### config.mk
export PLATFORM = sky130hd
export DESIGN_NAME = rmd_decode
export DESIGN_NICKNAME = d
export VERILOG_FILES = /design/src/rtl/rmd_pkg.sv /design/src/rtl/rmd_decode.sv
export SDC_FILE = /design/constraint.sdc
export NUM_CORES = 1
export LEC_CHECK = 0
export ABC_AREA = 1
export BUFFER_PORTS_ARGS = -buffer_cell sky130_fd_sc_hd__clkbuf_2
export CORE_MARGIN = 10
export CORE_UTILIZATION = 50
export CTS_CLUSTER_DIAMETER = 40
export CTS_CLUSTER_SIZE = 20
export DETAILED_ROUTE_END_ITERATION = 10
export PLACE_DENSITY_LB_ADDON = 0.05
export RECOVER_POWER = 100
export SKIP_CTS_REPAIR_TIMING = 1
export SKIP_LAST_GASP = 1
export SLEW_MARGIN = 20
export SYNTH_ARGS = -nofsm -noshare
export SYNTH_HDL_FRONTEND = slang
export SYNTH_SLANG_ARGS = --single-unit
### constraint.sdc
create_clock -name i_clk -period 1.6 [get_ports i_clk]
set_input_delay 0.32 -clock i_clk [delete_from_list [all_inputs] [get_ports i_clk]]
set_output_delay 0.32 -clock i_clk [all_outputs]
set_load 0.005 [all_outputs]
### src/rtl/rmd_pkg.sv
// Constants for the data-move instruction decoder
package rmd_pkg;
  localparam int          INSTR_W       = 12;
  localparam int          DATA_W        = 8;
  localparam int          FADDR_W       = 5;
  // Opcode patterns and masks
  localparam logic [11:0] MOVE_FILE_MASK  = 12'hFC0;
  localparam logic [11:0] MOVE_FILE_CODE  = 12'h200;
  localparam logic [11:0] LOAD_LIT_MASK   = 12'hF00;
  localparam logic [11:0] LOAD_LIT_CODE   = 12'hC00;
  localparam logic [11:0] STORE_ACC_MASK  = 12'hFE0;
  localparam logic [11:0] STORE_ACC_CODE  = 12'h020;
  localparam logic [11:0] NOP_CODE        = 12'h000;
  localparam logic [11:0] CFG_LOAD_CODE   = 12'h002;
  // Field positions
  localparam int          DEST_BIT      = 5;
  localparam int          FADDR_LSB     = 0;
  localparam int          LIT_LSB       = 0;
  // Reset values
  localparam logic [7:0]  ACC_RESET     = 8'h00;
  localparam logic [7:0]  CFG_RESET     = 8'hFF;
  typedef enum logic [2:0] {
    RMD_OP_NONE,
    RMD_OP_NOP,
    RMD_OP_MOVE_FILE,
    RMD_OP_LOAD_LIT,
    RMD_OP_STORE_ACC,
    RMD_OP_CFG_LOAD
  } rmd_op_e;
endpackage : rmd_pkg

### src/rtl/rmd_decode.sv
// Data-move group decode and execute for a 12-bit-instruction core
// Functional notes
// - Move-file reads addressed register and passes value unchanged to destination.
// - Destination bit 0 writes value into accumulator; file register untouched.
// - Destination bit 1 writes value back into same addressed file register.
// - Move-file sets zero flag from moved value, giving a register zero test.
// - File address is index 0 to 31; destination is single bit.
`timescale 1ns/100ps
module rmd_decode
  import rmd_pkg::*;
(
  // Clock and reset
  input  wire logic                        i_clk,
  input  wire logic                        i_arst_n,
  // Instruction from fetch
  input  wire logic                        i_instr_valid,
  input  wire logic [rmd_pkg::INSTR_W-1:0] i_instr,
  // File register read port, combinational read of o_file_raddr
  input  wire logic [rmd_pkg::DATA_W-1:0]  i_file_rdata,
  output logic      [rmd_pkg::FADDR_W-1:0] o_file_raddr,
  // File register write port
  output logic                             o_file_we,
  output logic      [rmd_pkg::FADDR_W-1:0] o_file_waddr,
  output logic      [rmd_pkg::DATA_W-1:0]  o_file_wdata,
  // Core state
  output logic      [rmd_pkg::DATA_W-1:0]  o_acc,
  output logic      [rmd_pkg::DATA_W-1:0]  o_cfg,
  output logic                             o_zero,
  output logic                             o_zero_we,
  // Decode status
  output logic                             o_unhandled
);
  import rmd_pkg::*;

  ////////////////////////////////////////////////////////////////////////////
  function automatic rmd_op_e decode_op(input logic [INSTR_W-1:0] ins);
    rmd_op_e op;
    op = RMD_OP_NONE;
    // Exact codes first: no-op and config load overlap no masked group
    if (ins == NOP_CODE)
    begin
      op = RMD_OP_NOP;
    end
    else if (ins == CFG_LOAD_CODE)
    begin
      op = RMD_OP_CFG_LOAD;
    end
    else if ((ins & MOVE_FILE_MASK) == MOVE_FILE_CODE)
    begin
      op = RMD_OP_MOVE_FILE;
    end
    else if ((ins & LOAD_LIT_MASK) == LOAD_LIT_CODE)
    begin
      op = RMD_OP_LOAD_LIT;
    end
    else if ((ins & STORE_ACC_MASK) == STORE_ACC_CODE)
    begin
      op = RMD_OP_STORE_ACC;
    end
    return op;
  endfunction : decode_op

  ////////////////////////////////////////////////////////////////////////////
  rmd_op_e              op;
  logic [FADDR_W-1:0]   faddr;
  logic                 dest;
  logic [DATA_W-1:0]    literal;
  logic                 file_we;
  logic [FADDR_W-1:0]   file_waddr;
  logic [DATA_W-1:0]    file_wdata;
  logic [DATA_W-1:0]    acc;
  logic [DATA_W-1:0]    cfg;
  logic                 zero;
  logic                 zero_we;
  logic                 unhandled;
  logic [DATA_W-1:0]    file_val;
  logic                 next_file_we;
  logic [FADDR_W-1:0]   next_file_waddr;
  logic [DATA_W-1:0]    next_file_wdata;
  logic [DATA_W-1:0]    next_acc;
  logic [DATA_W-1:0]    next_cfg;
  logic                 next_zero;
  logic                 next_zero_we;
  logic                 next_unhandled;

  assign faddr        = i_instr[FADDR_LSB +: FADDR_W];
  assign dest         = i_instr[DEST_BIT];
  assign literal      = i_instr[LIT_LSB +: DATA_W];
  assign op           = i_instr_valid ? decode_op(i_instr) : RMD_OP_NOP;
  // Read address is the operand field itself, so the read lands in the same cycle
  assign o_file_raddr = faddr;

  ////////////////////////////////////////////////////////////////////////////
  // Pending write bypass: the file takes a write one edge after the pulse,
  // so a move right behind a store to the same register needs this data
  always_comb
  begin
    file_val = i_file_rdata;
    if (file_we && (file_waddr == faddr))
    begin
      file_val = file_wdata;
    end
  end

  ////////////////////////////////////////////////////////////////////////////
  // Write port group
  always_comb
  begin
    next_file_we    = 1'b0;
    next_file_waddr = file_waddr;
    next_file_wdata = file_wdata;
    case (op)
      RMD_OP_MOVE_FILE:
      begin
        if (dest)
        begin
          next_file_we    = 1'b1;
          next_file_waddr = faddr;
          next_file_wdata = file_val;
        end
      end
      RMD_OP_STORE_ACC:
      begin
        next_file_we    = 1'b1;
        next_file_waddr = faddr;
        next_file_wdata = acc;
      end
      default:
      begin
        // No other member of the group writes the file
        next_file_we = 1'b0;
      end
    endcase
  end

  always_ff @(posedge i_clk or negedge i_arst_n)
  begin
    if (!i_arst_n)
    begin
      file_we    <= 1'b0;
      file_waddr <= '0;
      file_wdata <= '0;
    end
    else
    begin
      file_we    <= next_file_we;
      file_waddr <= next_file_waddr;
      file_wdata <= next_file_wdata;
    end
  end

  ////////////////////////////////////////////////////////////////////////////
  // Core state group: accumulator, configuration and status pulses
  always_comb
  begin
    next_acc       = acc;
    next_cfg       = cfg;
    next_zero      = zero;
    next_zero_we   = 1'b0;
    next_unhandled = 1'b0;
    case (op)
      RMD_OP_NOP:
      begin
        next_unhandled = 1'b0;
      end
      RMD_OP_MOVE_FILE:
      begin
        if (!dest)
        begin
          next_acc = file_val;
        end
        next_zero    = (file_val == '0);
        next_zero_we = 1'b1;
      end
      RMD_OP_LOAD_LIT:
      begin
        next_acc = literal;
      end
      RMD_OP_STORE_ACC:
      begin
        // Store only drives the write port
        next_unhandled = 1'b0;
      end
      RMD_OP_CFG_LOAD:
      begin
        next_cfg = acc;
      end
      default:
      begin
        // Other groups are decoded elsewhere; flag so the core can route them
        next_unhandled = 1'b1;
      end
    endcase
  end

  always_ff @(posedge i_clk or negedge i_arst_n)
  begin
    if (!i_arst_n)
    begin
      acc       <= ACC_RESET;
      cfg       <= CFG_RESET;
      zero      <= 1'b0;
      zero_we   <= 1'b0;
      unhandled <= 1'b0;
    end
    else
    begin
      acc       <= next_acc;
      cfg       <= next_cfg;
      zero      <= next_zero;
      zero_we   <= next_zero_we;
      unhandled <= next_unhandled;
    end
  end

  ////////////////////////////////////////////////////////////////////////////
  assign o_file_we    = file_we;
  assign o_file_waddr = file_waddr;
  assign o_file_wdata = file_wdata;
  assign o_acc        = acc;
  assign o_cfg        = cfg;
  assign o_zero       = zero;
  assign o_zero_we    = zero_we;
  assign o_unhandled  = unhandled;
endmodule : rmd_decode

==> results of run 1 <==
[path summary, 6_finish.rpt]
| check | start | end | cells after the start |
|---|---|---|---|
| worst min-delay path | i_arst_n | o_file_waddr[3] | 2 |
| max in group asynchronous | i_arst_n | o_zero_we | 2 |
| worst max register to register | o_file_waddr[1] | o_zero | 11 |
| worst max-delay path | o_file_waddr[1] | o_zero | 11 |
| min in group i_clk | i_instr[7] | o_acc[7] | 4 |
| worst min register to register | o_cfg[1] | o_cfg[1] | 2 |
[critical path: cells and delay by family (launching register included)]
family | cells | cell delay (ps)
buffers and inverters | 2 | 310
AND/OR/NAND/NOR | 8 | 740
AO/OA/AOI/OAI | 1 | 130
flip-flops | 1 | 400
[registers in the layout, summed over array words and instances (netlist names)]
name and count:
o_file_wdata 8, o_cfg 8, o_file_waddr 5, o_zero 1
o_unhandled 1, o_file_we 1, o_zero_we 1, o_acc 8
[cell families (layout without fill, tap and decap cells)]
group / Yosys count / in the layout
AO/OA/AOI/OAI: 29 / 29
buffers and inverters: 37 / 135
flip-flops: 33 / 33
AND/OR/NAND/NOR: 156 / 156
[report_power, final]
part | switching (W) | internal (W)
Clock | 0.000297 | 0.000388
Sequential | 0.000146 | 0.000977
Combinational | 0.000325 | 0.000281
[per-layer routing]
layer / up-vias / GRT usage (%) / share of wire [%]
met4: 0 / 5.02 / 1.4
met2: 75 / 27.3 / 47
li1: 1017 / - / -
met3: 11 / 5.02 / 8.3
met5: - / 0 / 0
met1: 920 / 21.9 / 43
[Yosys cell counts]
library cell,n,area (um2)
sky130_fd_sc_hd__nand2_1,93,349
sky130_fd_sc_hd__inv_1,26,97.6
sky130_fd_sc_hd__dfrtp_1,25,626
sky130_fd_sc_hd__nand3_1,24,120
sky130_fd_sc_hd__o21ai_0,18,90.1
sky130_fd_sc_hd__nor2_1,16,60.1
sky130_fd_sc_hd__dfstp_2,8,210
sky130_fd_sc_hd__nand3b_1,7,52.6
sky130_fd_sc_hd__nand4_1,6,37.5
sky130_fd_sc_hd__o211ai_1,6,45.0
sky130_fd_sc_hd__buf_4,5,37.5
sky130_fd_sc_hd__nor3_1,3,15.0
sky130_fd_sc_hd__a21oi_1,2,10.0
sky130_fd_sc_hd__nand2_2,2,12.5
sky130_fd_sc_hd__nand2_4,2,22.5
sky130_fd_sc_hd__nor2_2,2,12.5
sky130_fd_sc_hd__o21ai_1,2,10.0
sky130_fd_sc_hd__a21oi_4,1,16.3
sky130_fd_sc_hd__buf_12,1,20.0
sky130_fd_sc_hd__buf_2,1,5.00
sky130_fd_sc_hd__buf_6,1,11.3
sky130_fd_sc_hd__clkbuf_1,1,3.75
sky130_fd_sc_hd__clkbuf_8,1,13.8
sky130_fd_sc_hd__inv_2,1,3.75
sky130_fd_sc_hd__nor2_4,1,11.3
[per-stage QoR]
stage | TNS, ps | cells | area (um2)
floorplan | 0 | 255 | 1890
global placement | -2340 | 391 | 2450
detailed placement | -2740 | 391 | 2450
CTS | -1350 | 399 | 2550
global route | -1220 | 401 | 2690
finish | -48.0 | 401 | 2690
[area by class of cell]
type,instances,area [um2],share of cell area (%)
tap,48,60.1,2.23
clock buffer,7,96.3,3.58
clock inverter,1,5.00,0.186
sequential,33,836,31.0
multi-input combinational,185,1000,37.1
inverter,27,101,3.76
timing repair buffer,100,596,22.1
[cells in the final DEF (no fill, tap or decap), types with 7 or more instances in the layout]
| cell | count |
|---|---|
| sky130_fd_sc_hd__nand2_1 | 81 |
| sky130_fd_sc_hd__clkbuf_2 | 44 |
| sky130_fd_sc_hd__buf_4 | 33 |
| sky130_fd_sc_hd__inv_1 | 26 |
| sky130_fd_sc_hd__dfrtp_1 | 25 |
| sky130_fd_sc_hd__nand3_1 | 20 |
| sky130_fd_sc_hd__clkbuf_1 | 17 |
| sky130_fd_sc_hd__o21ai_0 | 15 |
| sky130_fd_sc_hd__nor2_1 | 12 |
| sky130_fd_sc_hd__nand2_4 | 9 |
| sky130_fd_sc_hd__dfstp_2 | 8 |
| sky130_fd_sc_hd__nand2_2 | 7 |
| sky130_fd_sc_hd__nand3b_1 | 7 |
| sky130_fd_sc_hd__clkbuf_8 | 7 |
==> results.yml, run 1 <==
final_layout:
  finalCoreUtilization_pct: 73.6
  final_layout_size_suffix_gt1_share_pct: 37.4
  diodes: 0
  areaGrowthSynthToFinish_pct: 42.3
  final_net_count: 375
  fill_cells: 317
place:
  post-dp-hpwl_mm: 4.24
  place_congestion: 0.935
  io_buffers: 60
  detailedPlace.worstSlack_ps: -304
timing:
  setup_violations: 1
  fmax_mhz: 607
  min_period_ps: 1650
  grt_setup_unrepaired: "true"
  finalMaxSlewViolations: 0
  period_share_pct: 103
  setup_ws_ps: -48.0
  worst_hold_slack_ps: 194
  tightest_slew_ps: 809
  finClkSkew_ps: 11.3
  slew_headroom_pct: 46.1
  hold_viol_final: 0
drt:
  antenna_left: 0
  wl_mm: 5.63
  routed_via_density: 5.04
  num_vias: 2023
  routed_wire_length_per_instance_um: 14.0
  drcViolationCount: 0
  drt_pre_antenna_iters: 4
  first_iter_violations: 125
setup_path:
  critical_path.slowest_cell: "sky130_fd_sc_hd__dfrtp_1"
  end_kind: "flip-flop"
  cp_data_arrival_time_ps: 1870
  setup.worst_path.class: "flip-flop to flip-flop"
  path_max_fanout: 5
  cp.required_ps: 1820
  r2r_setup_slack_ps: -50
  path_common_cell: "sky130_fd_sc_hd__nand2_1"
  cp_cell_sequence: "nand2_1 -> nand2_1 -> nor2_2 -> nand3_2 -> buf_6 -> o21ai_1 -> buf_4 -> nand2_1 -> nor2_1 -> nand2_1 -> nand2_1"
  worst_setup_start_kind: "flip-flop"
  crit_path_max_incr_delay_ps: 400
synth:
  synth_top_family_by_area: "simple AND/OR/NAND/NOR gates"
  synth-simple-area-share_pct: 36.6
  synth-adder-area-share_pct: 0
  yosys_warnings: 0
  yosysUniqueCellTypes: 25
  synthMuxAreaShare_pct: 0
  netlist_instances: 255
  synth_fp_nets: 278
  synth_xor_area_share_pct: 0
  ys_ff_latch: 33
  synth_area_per_cell_um2: 7.42
  synth-compound-area-share_pct: 9.05
  seq_area_frac_synth_pct: 44.2
  synthesis.area_um2: 1890
die:
  die_area_um2: 6650
  placementRows: 22
  dieWidth_um: 81.5
  die_height_um: 81.5
  starting_density_of_the_core_pct: 51.7
  floorplan.core_area_um2: 3660
  boundaryPins: 61
power:
  power.density_nw_per_um2: 896
  ir_drop_worst_vdd_mv: 0.648
  cellLeakagePower_nw: 1.45
  fin_total_pwr_w: 0.00241
global_routing:
  grt_pass1_vias: 1926
  gr-usage-all-layers_pct: 17.1
  grt_antenna_before_repair: 0
  grt_pass1_wl_mm: 8.94
  grt_remaining_overflow: 0
  grt_start_max_net_pins: 34
run_status:
  outcome: "finished with violations"
  violations: "negative setup slack"
cts:
  cts_inserted_buffers: 5
  tritoncts: "done"
  clk-insertion-delay-late_ps: 290
  htreeDepth: 2
  cts_num_sinks: 33
  cts.clk_slew.worst_paths_ps: 70
  ctsRootBufferMaster: "sky130_fd_sc_hd__clkbuf_8"
  ctsLongestPathBuffers: 2
job:
  maxCapViolations: 0
worst_hold_path:
  hold_path_class: "input port to asynchronous set/reset pin"
No activity file was read; power rests on OpenSTA's default activity.
==> inputs of run 2 (changes only) <==
--- a/config.mk
+++ b/config.mk
@@ -9,6 +9,7 @@
 export BUFFER_PORTS_ARGS = -buffer_cell sky130_fd_sc_hd__clkbuf_2
 export CORE_MARGIN = 10
 export CORE_UTILIZATION = 50
+export CTS_BUF_LIST = sky130_fd_sc_hd__clkbuf_16
 export CTS_CLUSTER_DIAMETER = 40
 export CTS_CLUSTER_SIZE = 20
 export DETAILED_ROUTE_END_ITERATION = 10
==> run 2 against run 1 <==
Combinational power hardly changed. The run still ends with negative setup slack left. Non-clock buffer count did not move. Critical endpoint unchanged. Wire length up 0.62%. Critical path type unchanged. Die area unchanged. Core utilization is 0.72 points higher. Design area up 0.98%. Count of clock-buffer cells in the layout down 2. Clock skew decreased by 4.8 ps. Register-to-register slack better by 20 ps. Final cell count unchanged. First-iteration DRC count up 7.2%.
==> results.yml, run 2 (synthesized netlist as in run 1, its figures left out) <==
run_status:
  outcome: "finished with violations"
  violations: "negative setup slack"
drt:
  drcViolationCount: 0
  drt_pre_antenna_iters: 4
  antenna_left: 0
  routed_wire_length_per_instance_um: 14.1
  num_vias: 2026
  wl_mm: 5.67
  routed_via_density: 5.05
  first_iter_violations: 134
final_layout:
  final_layout_size_suffix_gt1_share_pct: 36.8
  final_common_cell: "sky130_fd_sc_hd__nand2_1"
  diodes: 0
  areaGrowthSynthToFinish_pct: 43.7
  final_net_count: 375
  final_design_area_no_fill_um2: 2720
  mostFrequentLayoutCells: "82 x sky130_fd_sc_hd__nand2_1, 44 x sky130_fd_sc_hd__clkbuf_2, 34 x sky130_fd_sc_hd__buf_4"
place:
  io_buffers: 60
  post-dp-hpwl_mm: 4.24
  placed_cell_areas_um2: 2450
  place_congestion: 0.935
timing:
  setup_ws_ps: -27.3
  worst_hold_slack_ps: 214
  finalMaxSlewViolations: 0
  period_share_pct: 102
  tightest_slew_ps: 831
  setup_violations: 1
  hold_viol_final: 0
  grt_setup_unrepaired: "true"
  min_period_ps: 1630
  slew_headroom_pct: 44.6
  finClkSkew_ps: 6.47
  fmax_mhz: 615
global_routing:
  grt_start_max_net_pins: 34
  gr-usage-all-layers_pct: 17.2
  grt_pass1_wl_mm: 9.00
  grt_pass1_vias: 1919
  grt_antenna_before_repair: 0
  grt_remaining_overflow: 0
setup_path:
  end_kind: "flip-flop"
  worst_setup_start_kind: "flip-flop"
  cp.required_ps: 1810
  path_max_fanout: 5
  worstRegToRegCells: 11
  r2r_setup_slack_ps: -30
  setup.worst_path.class: "flip-flop to flip-flop"
  cp_data_arrival_time_ps: 1840
  timing.rr.start: "o_file_waddr[1]"
  regToRegEndpoint: "o_zero"
cts:
  clk-insertion-delay-late_ps: 280
  ctsLongestPathBuffers: 2
  ctsRootBufferMaster: "sky130_fd_sc_hd__clkbuf_16"
  cts_inserted_buffers: 5
  cts.clk_slew.worst_paths_ps: 50
  htreeDepth: 2
  tritoncts: "done"
  cts_num_sinks: 33
die:
  floorplan.core_area_um2: 3660
  placementRows: 22
  dieWidth_um: 81.5
  die_area_um2: 6650
  die_height_um: 81.5
  starting_density_of_the_core_pct: 51.7
  boundaryPins: 61
power:
  cellLeakagePower_nw: 1.46
  power.density_nw_per_um2: 963
  fin_total_pwr_w: 0.00262
  ir_drop_worst_vdd_mv: 0.788
job:
  maxCapViolations: 0
worst_hold_path:
  hold_path_class: "input port to asynchronous set/reset pin"
## run 2: how the worst max path moves through the flow
stage | depth (start not counted) | from | endpoint | slack, ps
5_1_grt | 12 | o_file_waddr[1] | o_acc[6] | -150
4_1_cts | 11 | o_file_waddr[4] | o_zero | -250
3_3_place_gp | 12 | i_instr[4] | o_zero | -290
6_report | 11 | o_file_waddr[1] | o_zero | -30
3_5_place_dp | 12 | i_instr[4] | o_zero | -300
2_1_floorplan | 11 | i_instr[8] | o_file_wdata[4] | 40
## run 2: critical path: stages, from the launching register on
cell and delay (ps):
sky130_fd_sc_hd__dfrtp_1 390, sky130_fd_sc_hd__nand2_1 80, sky130_fd_sc_hd__nand2_1 60, sky130_fd_sc_hd__nor2_2 170, sky130_fd_sc_hd__nand3_2 140, sky130_fd_sc_hd__buf_6 160
sky130_fd_sc_hd__o21ai_1 120, sky130_fd_sc_hd__buf_4 140, sky130_fd_sc_hd__nand2_1 50, sky130_fd_sc_hd__nor2_1 100, sky130_fd_sc_hd__nand2_1 80, sky130_fd_sc_hd__nand2_1 60
## run 2: layout make-up
| type | count | area (um2) |
|---|---|---|
| clock inverter | 3 | 12.5 |
| fill | 303 | 941 |
| sequential | 33 | 836 |
| clock buffer | 5 | 125 |
| tap | 48 | 60.1 |
| multi-input combinational | 185 | 993 |
| timing repair buffer | 100 | 592 |
| inverter | 27 | 101 |
## run 2: report_power, final
part           switching (W)  total (W)  internal (W)
clock network       0.000333   0.000894      0.000561
logic               0.000323   0.000603      0.000280
registers           0.000143    0.00112      0.000979
total               0.000799    0.00262       0.00182
## run 2: through the flow
step           TNS [ps]  worst slack [ps]  util, %  cells
6_report          -27.3             -27.3     74.3    401
5_1_grt           -1240              -152     74.3    401
4_1_cts           -1230              -250     70.6    399
3_5_place_dp      -2740              -304     66.8    391
3_3_place_gp      -2340              -295     66.8    391
2_1_floorplan         0              36.2        -    255
## run 2: layer usage
metal / vias to the layer above / share of wire (%) / track usage [%]
li1: 1018 / - / -
met1: 921 / 42 / 22.0
met2: 80 / 48 / 27.1
met3: 7 / 8.7 / 5.35
met4: 0 / 1.5 / 5.71
met5: - / 0 / 0
